`config.mk`:
```
export PLATFORM = sky130hd
export DESIGN_NAME = sdtc_data_transfer_control
export DESIGN_NICKNAME = d
export VERILOG_FILES = /design/src/sdtc_data_transfer_control.v
export VERILOG_INCLUDE_DIRS = /design/src /design/src/src
export SDC_FILE = /design/constraint.sdc
export NUM_CORES = 1
export LEC_CHECK = 0
export ABC_CLOCK_PERIOD_IN_PS = 5900
export BUFFER_PORTS_ARGS = -buffer_cell sky130_fd_sc_hd__buf_2
export CORE_MARGIN = 4
export CORE_UTILIZATION = 55
export DETAILED_ROUTE_END_ITERATION = 7
export HOLD_SLACK_MARGIN = 0.12
export MAX_ROUTING_LAYER = met4
export PLACE_DENSITY = 0.77
export SKIP_LAST_GASP = 1
export SLEW_MARGIN = 15
export SYNTH_ARGS = -nofsm -noshare
export SYNTH_HDL_FRONTEND = slang
export SYNTH_SLANG_ARGS = --single-unit
```
`constraint.sdc`:
```
create_clock -name clk -period 5.9 [get_ports clk]
set_input_delay 0.59 -clock clk [delete_from_list [all_inputs] [get_ports clk]]
set_output_delay 0.59 -clock clk [all_outputs]
set_load 0.01 [all_outputs]
```
`src/sdtc_defines.vh`:
```
// Purpose: constants for the sd data transfer control bank
// Assumes: avalon-mm word addressing by byte offset, 32-bit data
// Notes: offsets are byte addresses
`ifndef SDTC_DEFINES_VH
`define SDTC_DEFINES_VH
// ***************************
// register offsets
// ***************************
`define SDTC_OFS_CTRL 6'h00
`define SDTC_OFS_LEN 6'h04
`define SDTC_OFS_TMO 6'h08
`define SDTC_OFS_CNT 6'h0C
`define SDTC_OFS_STAT 6'h10
`define SDTC_OFS_DATA 6'h14
// ***************************
// control fields
// ***************************
`define SDTC_BIT_LAUNCH 0
`define SDTC_BIT_DIR 1
`define SDTC_BIT_STREAM 2
`define SDTC_BIT_DMA 3
`define SDTC_BSZ_LO 4
`define SDTC_BSZ_HI 7
`define SDTC_BIT_RWAIT 8
`define SDTC_BSZ_RSVD 4'hF
`define SDTC_CTRL_MASK 12'h1FF
`define SDTC_CTRL_RST 12'h000
`define SDTC_LEN_RST 25'h0000000
`define SDTC_TMO_RST 32'h00000000
// ***************************
// timing
// ***************************
`define SDTC_LOCK_CYCLES 3'h7
`endif
```
`src/sdtc_data_transfer_control.v`:
```
// Purpose: data transfer control register and data channel fsm
// Assumes: avalon-mm slave, 10 MHz clk, one byte moved per byte_strobe
// Notes: card-side shifting lives in a neighbouring block
//
// How it works
// - block size code n below 1111 gives 2^n bytes; 1111 gives 0
// - codes 0000..0010 give 1, 2, 4 bytes
// - bit 3 enables dma requests, reset 0
// - bit 2 selects stream, else block mode
// - bit 1 set means card to host
// - launch enters send or receive wait
// - read wait set at a card to host launch enters read wait
// - control writes ignored seven clocks after data write
// - read wait begin drives read wait signalling
// - counter loads length, counts down, then completes
//
// Design decisions made here: the Avalon-MM register port and the register addresses.
`timescale 1ns/1ps
`include "sdtc_defines.vh"
module sdtc_data_transfer_control (
  input wire clk,
  input wire reset,
  input wire [5:0] avs_address,
  input wire avs_read,
  input wire avs_write,
  input wire [31:0] avs_writedata,
  input wire [3:0] avs_byteenable,
  output reg [31:0] avs_readdata,
  output reg avs_waitrequest,
  input wire byte_strobe,
  output reg fsm_send_wait,
  output reg fsm_recv_wait,
  output reg fsm_read_wait,
  output reg dma_request,
  output reg stream_mode,
  output reg card_to_host,
  output reg read_wait_drive,
  output reg [14:0] block_bytes,
  output reg transfer_done
);
  // ***************************
  // state encoding
  // ***************************
  localparam [3:0] ST_IDLE = 4'h1;
  localparam [3:0] ST_SEND = 4'h2;
  localparam [3:0] ST_RECV = 4'h4;
  localparam [3:0] ST_RWAIT = 4'h8;

  reg [11:0] ctrl_reg;
  reg [24:0] len_reg;
  reg [31:0] tmo_reg;
  reg [24:0] cnt_reg;
  reg [24:0] cnt_next;
  reg [3:0] state_reg;
  reg [3:0] state_next;
  reg [2:0] lock_reg;
  reg launch_reg;
  reg done_flag_reg;
  reg ack_reg;
  reg [31:0] rdata_next;
  wire [31:0] wmask;
  wire [3:0] bsz_code;
  wire bus_req;
  wire ctrl_wr;
  wire data_wr;
  wire clr_done;
  wire [31:0] ctrl_merged;
  wire wr_fire;
  wire rd_fire;
  wire len_wr;
  wire tmo_wr;
  wire launch_ok;
  wire data_phase;
  wire leaving_data;

  // ***************************
  // avalon slave
  // ***************************
  // one wait state: request taken when ack_reg rises, answered next edge
  assign bus_req = (avs_read | avs_write) & ~ack_reg;
  // side effects land on the edge that sees waitrequest low, so a
  // master that gives up early never leaves a half-done write behind
  assign wr_fire = avs_write & ack_reg;
  assign rd_fire = avs_read & ack_reg;
  assign data_wr = wr_fire & (avs_address == `SDTC_OFS_DATA);
  // control writes inside the lockout window are dropped silently
  assign ctrl_wr = wr_fire & (avs_address == `SDTC_OFS_CTRL) &
                   (lock_reg == 3'h0);
  assign len_wr = wr_fire & (avs_address == `SDTC_OFS_LEN);
  assign tmo_wr = wr_fire & (avs_address == `SDTC_OFS_TMO);
  assign clr_done = rd_fire & (avs_address == `SDTC_OFS_STAT);
  assign bsz_code = ctrl_reg[`SDTC_BSZ_HI:`SDTC_BSZ_LO];

  // ***************************
  // byte lanes
  // ***************************
  genvar lane;
  generate
    for (lane = 0; lane < 4; lane = lane + 1) begin : g_lane
      assign wmask[lane*8 +: 8] = {8{avs_byteenable[lane]}};
    end
  endgenerate
  assign ctrl_merged = ({20'h00000, ctrl_reg} & ~wmask) |
                       (avs_writedata & wmask);

  always @* begin
    rdata_next = 32'h00000000;
    case (avs_address)
      `SDTC_OFS_CTRL: rdata_next = {20'h00000, ctrl_reg};
      `SDTC_OFS_LEN: rdata_next = {7'h00, len_reg};
      `SDTC_OFS_TMO: rdata_next = tmo_reg;
      `SDTC_OFS_CNT: rdata_next = {7'h00, cnt_reg};
      `SDTC_OFS_STAT: rdata_next = {27'h0000000, done_flag_reg, state_reg};
      default: rdata_next = 32'h00000000;
    endcase
  end

  always @(posedge clk or posedge reset) begin
    if (reset) begin
      ack_reg <= 1'b0;
      avs_waitrequest <= 1'b1;
      avs_readdata <= 32'h00000000;
    end else begin
      ack_reg <= bus_req;
      avs_waitrequest <= ~bus_req;
      if (bus_req & avs_read) begin
        avs_readdata <= rdata_next;
      end
    end
  end

  // ***************************
  // registers
  // ***************************
  always @(posedge clk or posedge reset) begin
    if (reset) begin
      launch_reg <= 1'b0;
    end else begin
      // launch is a pulse on each control rewrite with bit 0 set
      launch_reg <= ctrl_wr & avs_writedata[`SDTC_BIT_LAUNCH] &
                    avs_byteenable[0];
    end
  end

  always @(posedge clk or posedge reset) begin
    if (reset) begin
      ctrl_reg <= `SDTC_CTRL_RST;
    end else begin
      if (ctrl_wr) begin
        ctrl_reg <= ctrl_merged[11:0] & `SDTC_CTRL_MASK;
      end
    end
  end

  always @(posedge clk or posedge reset) begin
    if (reset) begin
      len_reg <= `SDTC_LEN_RST;
    end else begin
      if (len_wr) begin
        len_reg <= (len_reg & ~wmask[24:0]) |
                   (avs_writedata[24:0] & wmask[24:0]);
      end
    end
  end

  always @(posedge clk or posedge reset) begin
    if (reset) begin
      tmo_reg <= `SDTC_TMO_RST;
    end else begin
      // held for the timer block; no timeout action lives here
      if (tmo_wr) begin
        tmo_reg <= (tmo_reg & ~wmask) | (avs_writedata & wmask);
      end
    end
  end

  // ***************************
  // write lockout
  // ***************************
  always @(posedge clk or posedge reset) begin
    if (reset) begin
      lock_reg <= 3'h0;
    end else begin
      // each data write restarts the window
      if (data_wr) begin
        lock_reg <= `SDTC_LOCK_CYCLES;
      end else if (lock_reg != 3'h0) begin
        lock_reg <= lock_reg - 3'h1;
      end
    end
  end

  // ***************************
  // data channel fsm
  // ***************************
  always @* begin
    state_next = state_reg;
    cnt_next = cnt_reg;
    case (state_reg)
      ST_IDLE: begin
        if (launch_reg & launch_ok) begin
          cnt_next = len_reg;
          if (ctrl_reg[`SDTC_BIT_RWAIT] & ctrl_reg[`SDTC_BIT_DIR]) begin
            state_next = ST_RWAIT;
          end else if (ctrl_reg[`SDTC_BIT_DIR]) begin
            state_next = ST_RECV;
          end else begin
            state_next = ST_SEND;
          end
        end
      end
      ST_SEND, ST_RECV: begin
        if (cnt_reg == 25'h0000000) begin
          state_next = ST_IDLE;
        end else if (byte_strobe) begin
          cnt_next = cnt_reg - 25'h0000001;
        end
      end
      ST_RWAIT: begin
        // leaves once software drops read wait begin
        if (~ctrl_reg[`SDTC_BIT_RWAIT]) begin
          state_next = ST_RECV;
        end
      end
      default: state_next = ST_IDLE;
    endcase
  end

  // reserved size only blocks block mode; stream ignores size
  assign launch_ok = ctrl_reg[`SDTC_BIT_STREAM] |
                     (bsz_code != `SDTC_BSZ_RSVD);
  assign data_phase = (state_reg == ST_SEND) | (state_reg == ST_RECV);
  // read wait hands over to receive, so it never reports completion
  assign leaving_data = data_phase & (state_next == ST_IDLE);

  always @(posedge clk or posedge reset) begin
    if (reset) begin
      state_reg <= ST_IDLE;
      cnt_reg <= 25'h0000000;
    end else begin
      state_reg <= state_next;
      cnt_reg <= cnt_next;
    end
  end

  // ***************************
  // completion
  // ***************************
  always @(posedge clk or posedge reset) begin
    if (reset) begin
      transfer_done <= 1'b0;
      done_flag_reg <= 1'b0;
    end else begin
      transfer_done <= leaving_data;
      // set wins over read-to-clear
      if (leaving_data) begin
        done_flag_reg <= 1'b1;
      end else if (clr_done) begin
        done_flag_reg <= 1'b0;
      end
    end
  end

  // ***************************
  // phase outputs
  // ***************************
  always @(posedge clk or posedge reset) begin
    if (reset) begin
      fsm_send_wait <= 1'b0;
      fsm_recv_wait <= 1'b0;
      fsm_read_wait <= 1'b0;
      dma_request <= 1'b0;
    end else begin
      // taken from state_next so the pins line up with state_reg
      fsm_send_wait <= (state_next == ST_SEND);
      fsm_recv_wait <= (state_next == ST_RECV);
      fsm_read_wait <= (state_next == ST_RWAIT);
      dma_request <= ctrl_reg[`SDTC_BIT_DMA] &
                     (state_next != ST_IDLE);
    end
  end

  // ***************************
  // mode outputs
  // ***************************
  always @(posedge clk or posedge reset) begin
    if (reset) begin
      stream_mode <= 1'b0;
      card_to_host <= 1'b0;
      read_wait_drive <= 1'b0;
    end else begin
      stream_mode <= ctrl_reg[`SDTC_BIT_STREAM];
      card_to_host <= ctrl_reg[`SDTC_BIT_DIR];
      read_wait_drive <= ctrl_reg[`SDTC_BIT_RWAIT];
    end
  end

  always @(posedge clk or posedge reset) begin
    if (reset) begin
      block_bytes <= 15'h0001;
    end else begin
      // reserved code reads as 0 bytes
      if (bsz_code == `SDTC_BSZ_RSVD) begin
        block_bytes <= 15'h0000;
      end else begin
        block_bytes <= 15'h0001 << bsz_code;
      end
    end
  end
endmodule // sdtc_data_transfer_control

```
Word-level counts from Yosys, hierarchy flattened --
Index checks and enable logic that the tools add are counted.
Storage, ports and cells: register bits after elaboration 157, input bits 47, output and inout port bits 56
Operators by class: add/subtract/negate cells 2, equality and inequality tests 19, shifts and indexed selects 1, multiplexer cells 16, bitwise operators 31, reduce and logical (&&, ||, !) cells 9
Operators by type and width (count):
- 32-bit case mux with 5 select lines | 1
- 25-bit 2-to-1 mux | 3
- 32-bit AND | 2
- 25-bit AND | 2
- 25-bit case mux with 2 select lines | 1
- 32-bit inverter | 1
- 32-bit OR | 1
- 25-bit zero test | 1
- 25-bit inverter | 1
- 25-bit OR | 1
- 25-bit by 1-bit subtractor with 25-bit output (second input constant) | 1
- 1-bit AND | 16
- 4-bit 2-to-1 mux | 4
- 15-bit 2-to-1 mux | 1
- 1-bit by 4-bit left shift with 15-bit output (first input constant) | 1
- 4-bit == test (second input constant) | 3
- 6-bit by 4-bit == test with 1-bit output (second input constant) | 2
- 6-bit by 5-bit == test with 1-bit output (second input constant) | 2
- 4-bit case mux with 3 select lines | 1
- 9-bit AND | 1
- 3-bit 2-to-1 mux | 3
- 9-bit OR | 1
- 4-bit by 1-bit == test with 1-bit output (second input constant) | 2
- 4-bit by 2-bit == test with 1-bit output (second input constant) | 2
- 15 further kinds | 24

Longest topological paths before layout --
Gate-level depths: netlist of the first run.
depth in word-level cells 8, gate-level depth with buffers 9, depth with buffers taken out 7

Worst setup path after synthesis of the first run --
No wires, ideal clock.
path kind input-to-reg, start in avs_address[1], end reg with a tool-made name, library setup time 125 ps, arrival time 2014 ps, required time 5775 ps, slack 3761 ps, stages 6, cell sequence nor4_4 nand3_1 nor3_1 and4b_1 buf_2 mux2_2
RTL lines:
- start, declared | RTL line sdtc_data_transfer_control.v:23 | input wire [5:0] avs_address,

Worst setup path after layout of the first run --
start reg cnt_reg[0], end reg cnt_reg[15]
Between the ends: longest elaborated chain between the ends 4, elaborated cells on any way between the ends 7, classes of those cells add/sub: 1; eq/ne: 1; mux: 3; reduce/logical: 2
RTL lines:
- start, declared | RTL line sdtc_data_transfer_control.v:52 | reg [24:0] cnt_reg;
- start signal, assigned | RTL line sdtc_data_transfer_control.v:242 | cnt_reg <= cnt_next;
- 25-bit by 1-bit subtractor with 25-bit output | RTL line sdtc_data_transfer_control.v:216 | cnt_next = cnt_reg - 25'h0000001;
- 25-bit 2-to-1 mux | RTL line sdtc_data_transfer_control.v:215 | end else if (byte_strobe) begin
- 25-bit 2-to-1 mux | RTL line sdtc_data_transfer_control.v:213 | if (cnt_reg == 25'h0000000) begin
- 25-bit case mux with 2 select lines | RTL line sdtc_data_transfer_control.v:199 | case (state_reg)
Several ways; a longest one is shown, not always the timed one. The select of a mux whose other input is x is not followed. A chain may end at the register's enable or synchronous reset.

==> metrics.txt, run 1 <==
Worst VDD drop=approximately 190 uV; yosys warns=0; global-route wire length before repair=28,200 um; Final Skew=0.00891 ns; global routing usage on met2=between 30% and 40%; drt first pass iters=5; pins over their slew limit=0; aggregate global routing overflow=0; CP Max Fanout=13; # diodes=0; I/O Buffers=approximately 100; unrepaired setup endpoints after global routing=false; DRT iter0 DRCs=about 570; CTS max path bufs=2; Distinct cells, synth=between 60 and 70; Net Count, Synth=675; post-synthesis sequential area ratio=53.9%; crit-path cells=inv_1 > ha_1 > nor3b_1 > nand4_1 > or2_0 > o21ai_4 > o21ai_0; row count=between 40 and 50; leakage=between 4 and 5 nW; count of flip-flops with a built-in enable after synthesis=0; met1 Track Usage GR=33.7%; Fmax=between 0.3 and 0.4 GHz; Power Total=between 2 and 2.5 mW; worst skew pair latency=around 0.43 ns; die footprint=around 15,000 um^2; cts hold-fix bufs=0; Most Crowded Layer GR=met2; Worst Tran Pin Value=~0.85 ns; largest net degree at the start of global routing=a little under 100; Root Driver=clkbuf_16; fin worst setup slack=roughly 3.2 ns; MaxCap Viol Count=0; critical path arrival=approximately 2.9 ns; I/O pins=roughly 100; post-place setup slack=3.03 ns; vias in the first global route=around 5,300; async set or reset register ratio after synthesis=between 90% and 100%; nets=around 770; clk sinks=roughly 160; Synth Instances=around 630; Final Hold Fails=0; placed inst area=approximately 7900 um^2; critical path's slowest cell=or2_0; core area=roughly 13,000 um^2; via count=approximately 5,500; Setup CP Type=reg -> reg; CTS resizes=0; Relative slew margins=43.3%; H-tree Lvls=4; mapped cell area=between 7000 and 8000 um^2; # DRC=0; Yosys reg bits=157; Final Cell Area=about 8500 um^2; Period minus WS final=2.66 ns; worst reg2reg path depth=7; delay of the slowest critical-path stage=about 0.55 ns; vias per cell=just over 6; final period utilization=45.0%; Syn Area/Cell=around 12 um^2; CTS tree=built; pwr dens=287 nW/um^2; All-Layer GR Usage=24.9%; critical path data required time=a little over 6 ns; Die W=~120 um; CTS buffer count=17; die height=approximately 120 um; Tightest Hold Check Type=in -> async; CP Launch Type=flop; starting density of the core=between 50% and 60%; Final setup viols=0; critical path capture point type=flop; total setup buffers inserted after CTS=0; wire length per cell=19.4 um; Synth Flop Type=dfrtp_1; Final ANT Viol Nets=0; DRT Wirelength=roughly 17,000 um; GP Congestion=0.947; Layout area overhead=16.6%; layout cells sized above 1=a little over a third; TNS Setup=0 ns; outcome=completed; met3 usage=under 10%; Detailed Place HPWL=~12,000 um; initial antenna violation count=0; Clk pin slew, worst setup/hold paths=0.07 ns
power breakdown:
| part | internal (mW) | switching, mW |
|---|---|---|
| clock network | 0.671 | 0.455 |
| logic | 0.0748 | 0.0970 |
| registers | 1.11 | 0.0277 |
| total | 1.86 | 0.579 |
through the flow:
step	hold WS, ns	utilization, %	std cells
after floorplan	0.407	-	625
after global placement	0.462	61.6	868
after detailed placement	0.467	61.6	868
after CTS	0.374	66.4	900
after global routing	0.396	66.4	900
final	0.341	66.4	900
synth_stat cells (3+ instances only):
master	instances	area, um^2
dfrtp_1	154	3850
mux2_2	83	935
nand2_1	48	180
nor2_1	42	158
o21ai_0	38	190
a22oi_1	24	180
nor3_1	19	95.1
a21oi_1	17	85.1
clkbuf_1	17	63.8
buf_2	14	70.1
a22o_1	12	105
inv_1	10	37.5
nand3_1	10	50.1
mux4_2	9	203
nand2b_1	9	56.3
o31ai_1	8	60.1
nand4_1	7	43.8
nor4_1	7	43.8
or3_1	6	37.5
nand2_2	5	31.3
o311ai_0	5	43.8
o31a_1	5	43.8
and2_1	4	25.0
and3_1	4	25.0
nor4b_1	4	35.0
o211ai_1	4	30.0
dfstp_2	3	78.8
ha_1	3	37.5
or4_1	3	22.5
cell usage in the layout, fill, tap and decap left out, drive strengths merged, types with 3 or more instances in the layout:
master,instances
inv,14
nand3,10
dfrtp,154
o311ai,5
nor3,22
a21oi,18
and2,4
nand2,53
a22o,12
clkinvlp,3
nor2,42
or4,4
nand2b,9
nor4,10
bufinv,3
or3,6
clkbuf,17
a22oi,24
nand4,7
nor4b,6
o211ai,5
dfstp,3
o21ai,41
and3,4
clkinv,5
mux2,83
buf,107
ha,3
o31ai,8
o31a,6
mux4,9
final cells by class:
class / count / area, um^2
clock buffers: 17 / 425
clock inverters: 15 / 186
fillers: 968 / 4320
inverters: 10 / 42.5
multi-input cells: 422 / 3160
flip-flops and latches: 157 / 3930
well taps: 172 / 215
repair buffers: 107 / 548
worst max-delay path: cells and delay by family (launching register included):
family	cells	cell delay, ns
compound gates	2	0.65
simple gates	3	1.15
buf+inv	1	0.11
flops	1	0.42
fa+ha+maj	1	0.17
cell families (layout without fill, tap and decap cells):
kind of cell	after synthesis	after routing	synth area share [%]
compound gates	134	134	12.5
xor+xnor	2	2	0.240
fa+ha+maj	3	3	0.514
buf+inv	46	149	2.83
flops	157	157	53.9
mux	93	93	15.7
simple gates	190	190	14.3
layer usage:
metal | share of wire, % | vias up
met4 | 2.3 | 0
met5 | 0 | -
met2 | 47 | 219
li1 | - | 2503
met3 | 6.5 | 31
met1 | 44 | 2707
final timing paths:
kind                                           start  slack (ns)                         end
hold reg to reg            done_flag_reg$_DFFE_PP0P_        0.48   done_flag_reg$_DFFE_PP0P_
setup / recovery              cnt_reg[0]$_DFFE_PP0P_        3.24     cnt_reg[15]$_DFFE_PP0P_
min in group clk                   avs_writedata[29]        0.40                        flop
hold / removal                                 reset        0.34           ack_reg$_DFF_PP0_
max in group asynchronous                      reset        4.29  asynchronous set/reset pin
setup reg to reg              cnt_reg[0]$_DFFE_PP0P_        3.24     cnt_reg[15]$_DFFE_PP0P_
Power figures use the tool's default switching activity.
==> inputs of run 2 (changes only) <==
--- a/config.mk
+++ b/config.mk
@@ -6,14 +6,14 @@
 export SDC_FILE = /design/constraint.sdc
 export NUM_CORES = 1
 export LEC_CHECK = 0
-export ABC_CLOCK_PERIOD_IN_PS = 5900
+export ABC_CLOCK_PERIOD_IN_PS = 2400
 export BUFFER_PORTS_ARGS = -buffer_cell sky130_fd_sc_hd__buf_2
 export CORE_MARGIN = 4
-export CORE_UTILIZATION = 55
+export CORE_UTILIZATION = 52
 export DETAILED_ROUTE_END_ITERATION = 7
 export HOLD_SLACK_MARGIN = 0.12
 export MAX_ROUTING_LAYER = met4
-export PLACE_DENSITY = 0.77
+export PLACE_DENSITY = 0.76
 export SKIP_LAST_GASP = 1
 export SLEW_MARGIN = 15
 export SYNTH_ARGS = -nofsm -noshare
==> constraint.sdc (replaced) <==
create_clock -name clk -period 2.4 [get_ports clk]
set_input_delay 0.24 -clock clk [delete_from_list [all_inputs] [get_ports clk]]
set_output_delay 0.24 -clock clk [all_outputs]
set_load 0.01 [all_outputs]
==> run 2 against run 1 <==
Combinational power grew to 2.9 times the previous value; largest cell class unchanged; total power grew to 2.5 times the previous value; setup slack worse by 3.1 ns; first-iteration DRC count is 12% lower; non-clock buffer count is 64 higher.
==> metrics.txt, run 2 (synthesis gave the netlist of run 1 again) <==
# DRC=0; critical path data required time=2.75 ns; Clk pin slew, worst setup/hold paths=0.06 ns; pins over their slew limit=0; Worst Min Path Start=avs_read; pwr dens=slightly below 700 nW/um^2; DRT Wirelength=19,300 um; core area=between 10,000 and 15,000 um^2; vias in the first global route=about 6,000; wire length per cell=19.9 um; CP Launch Type=flop; critical path arrival=around 2.6 ns; worst reg2reg path startpoint=cnt_reg[0]$_DFFE_PP0P_; Final setup viols=0; global-route wire length before repair=~31,000 um; Tightest Hold Check Type=in -> reg; leakage=between 4 and 5 nW; Worst Tran Pin Value=0.675 ns; CTS buffer count=17; Final Skew=~0.011 ns; die footprint=~16,000 um^2; H-tree Lvls=4; via count=5,772; Setup CP Type=reg -> reg; row count=between 40 and 50; critical path capture point type=flop; MaxCap Viol Count=0; DRT iter0 DRCs=roughly 500; I/O pins=approximately 100; drt first pass iters=5; largest net degree at the start of global routing=about 120; CTS tree=built; fill count=roughly 1,000; aggregate global routing overflow=0; # diodes=0; die height=around 130 um; Root Driver=clkbuf_16; I/O Buffers=102; Relative slew margins=54.9%; nets=about 830; TNS Setup=0 ns; Period minus WS final=approximately 2.3 ns; vias per cell=5.94; Worst VDD drop=between 400 and 500 uV; Die W=between 100 and 150 um; outcome=completed; leading cell types in the layout, fill and taps excluded=dfrtp_1 (154), buf_2 (102), mux2_2 (83); Final Hold Fails=0; Detailed Place HPWL=around 14,000 um; layout cells sized above 1=a little over a third; CP Max Fanout=6; Fmax=about 0.44 GHz; Final ANT Viol Nets=0; worst skew pair latency=~0.43 ns; unrepaired setup endpoints after global routing=false; All-Layer GR Usage=between 20% and 30%; CTS max path bufs=2; clk sinks=157; Layout area overhead=25.2%; Crit. Startpoint=cnt_reg[0]$_DFFE_PP0P_; Power Total=6.19 mW; final period utilization=93.9%; GP Congestion=0.948; starting density of the core=a little over half; most common cell after layout, fill and taps aside=dfrtp_1; initial antenna violation count=0
run 2: cell count changes in the layout (fill, tap and decap cells not counted), sizes merged:
| cell | change |
|---|---|
| dlygate4sd3 | +33 |
| bufinv | +1 |
| clkinv | +1 |
| clkinvlp | -1 |
| clkbuf | +2 |
| inv | -3 |
| buf | +31 |
run 2: final timing paths:
kind                                                 to  slack (ns)  cells after the start
hold reg to reg            avs_readdata[12]$_DFFE_PP0P_        0.48                      2
setup reg to reg                cnt_reg[16]$_DFFE_PP0P_        0.15                      7
min in group asynchronous    asynchronous set/reset pin        0.53                      4
setup / recovery                cnt_reg[16]$_DFFE_PP0P_        0.15                      7
hold / removal                avs_waitrequest$_DFF_PP1_        0.15                      3
max in group asynchronous       lock_reg[2]$_DFFE_PP0P_        1.40                      4
run 2: worst max-delay path, cell delays in order (launching register included):
cell and delay (ns):
dfrtp_1 0.42, inv_1 0.11, ha_1 0.19, or3b_1 0.43
nor3_4 0.30, nand2_2 0.14, or4_1 0.44, o211ai_2 0.15
run 2: repair_timing:
action                                  in CTS  in global routing
buffers inserted                             0                  1
resized for setup                            0                  2
endpoints found under the setup margin       0                  4
endpoints found under the hold margin      221                  0
hold buffers                                33                  0
run 2: area by class of cell:
| class | count | area [um^2] | share of cell area [%] |
|---|---|---|---|
| clock buffer | 19 | 443 | 4.85 |
| clock inverter | 13 | 189 | 2.07 |
| inverter | 10 | 41.3 | 0.452 |
| multi-input combinational | 422 | 3170 | 34.7 |
| sequential | 157 | 3930 | 43.0 |
| tap | 180 | 225 | 2.46 |
| timing repair buffer | 171 | 1140 | 12.4 |
run 2: where the power goes:
group	total, mW	switching (mW)	leakage (nW)	internal [mW]
combinational	0.495	0.264	1.92	0.231
clock	2.88	1.11	0.309	1.78
sequential	2.81	0.0686	2.13	2.74
run 2: per-layer routing:
metal | up-vias | global-route usage [%] | wire (um)
met1 | 2876 | 31.7 | 8080
met3 | 42 | 5.77 | 1170
met2 | 238 | 41.6 | 9530
met5 | - | - | 0
met4 | 0 | 9.78 | 535
li1 | 2616 | - | -
run 2: per-stage QoR:
stage	hold WS [ns]	instance area, um^2	std cells	utilization [%]	setup WS, ns
floorplan	0.369	7300	625	-	0.176
global placement	0.438	8160	906	59.0	0.214
detailed placement	0.450	8160	906	59.0	0.118
CTS	0.133	9120	971	65.9	0.0643
global route	0.159	9140	972	66.1	0.0197
finish	0.146	9140	972	66.1	0.146
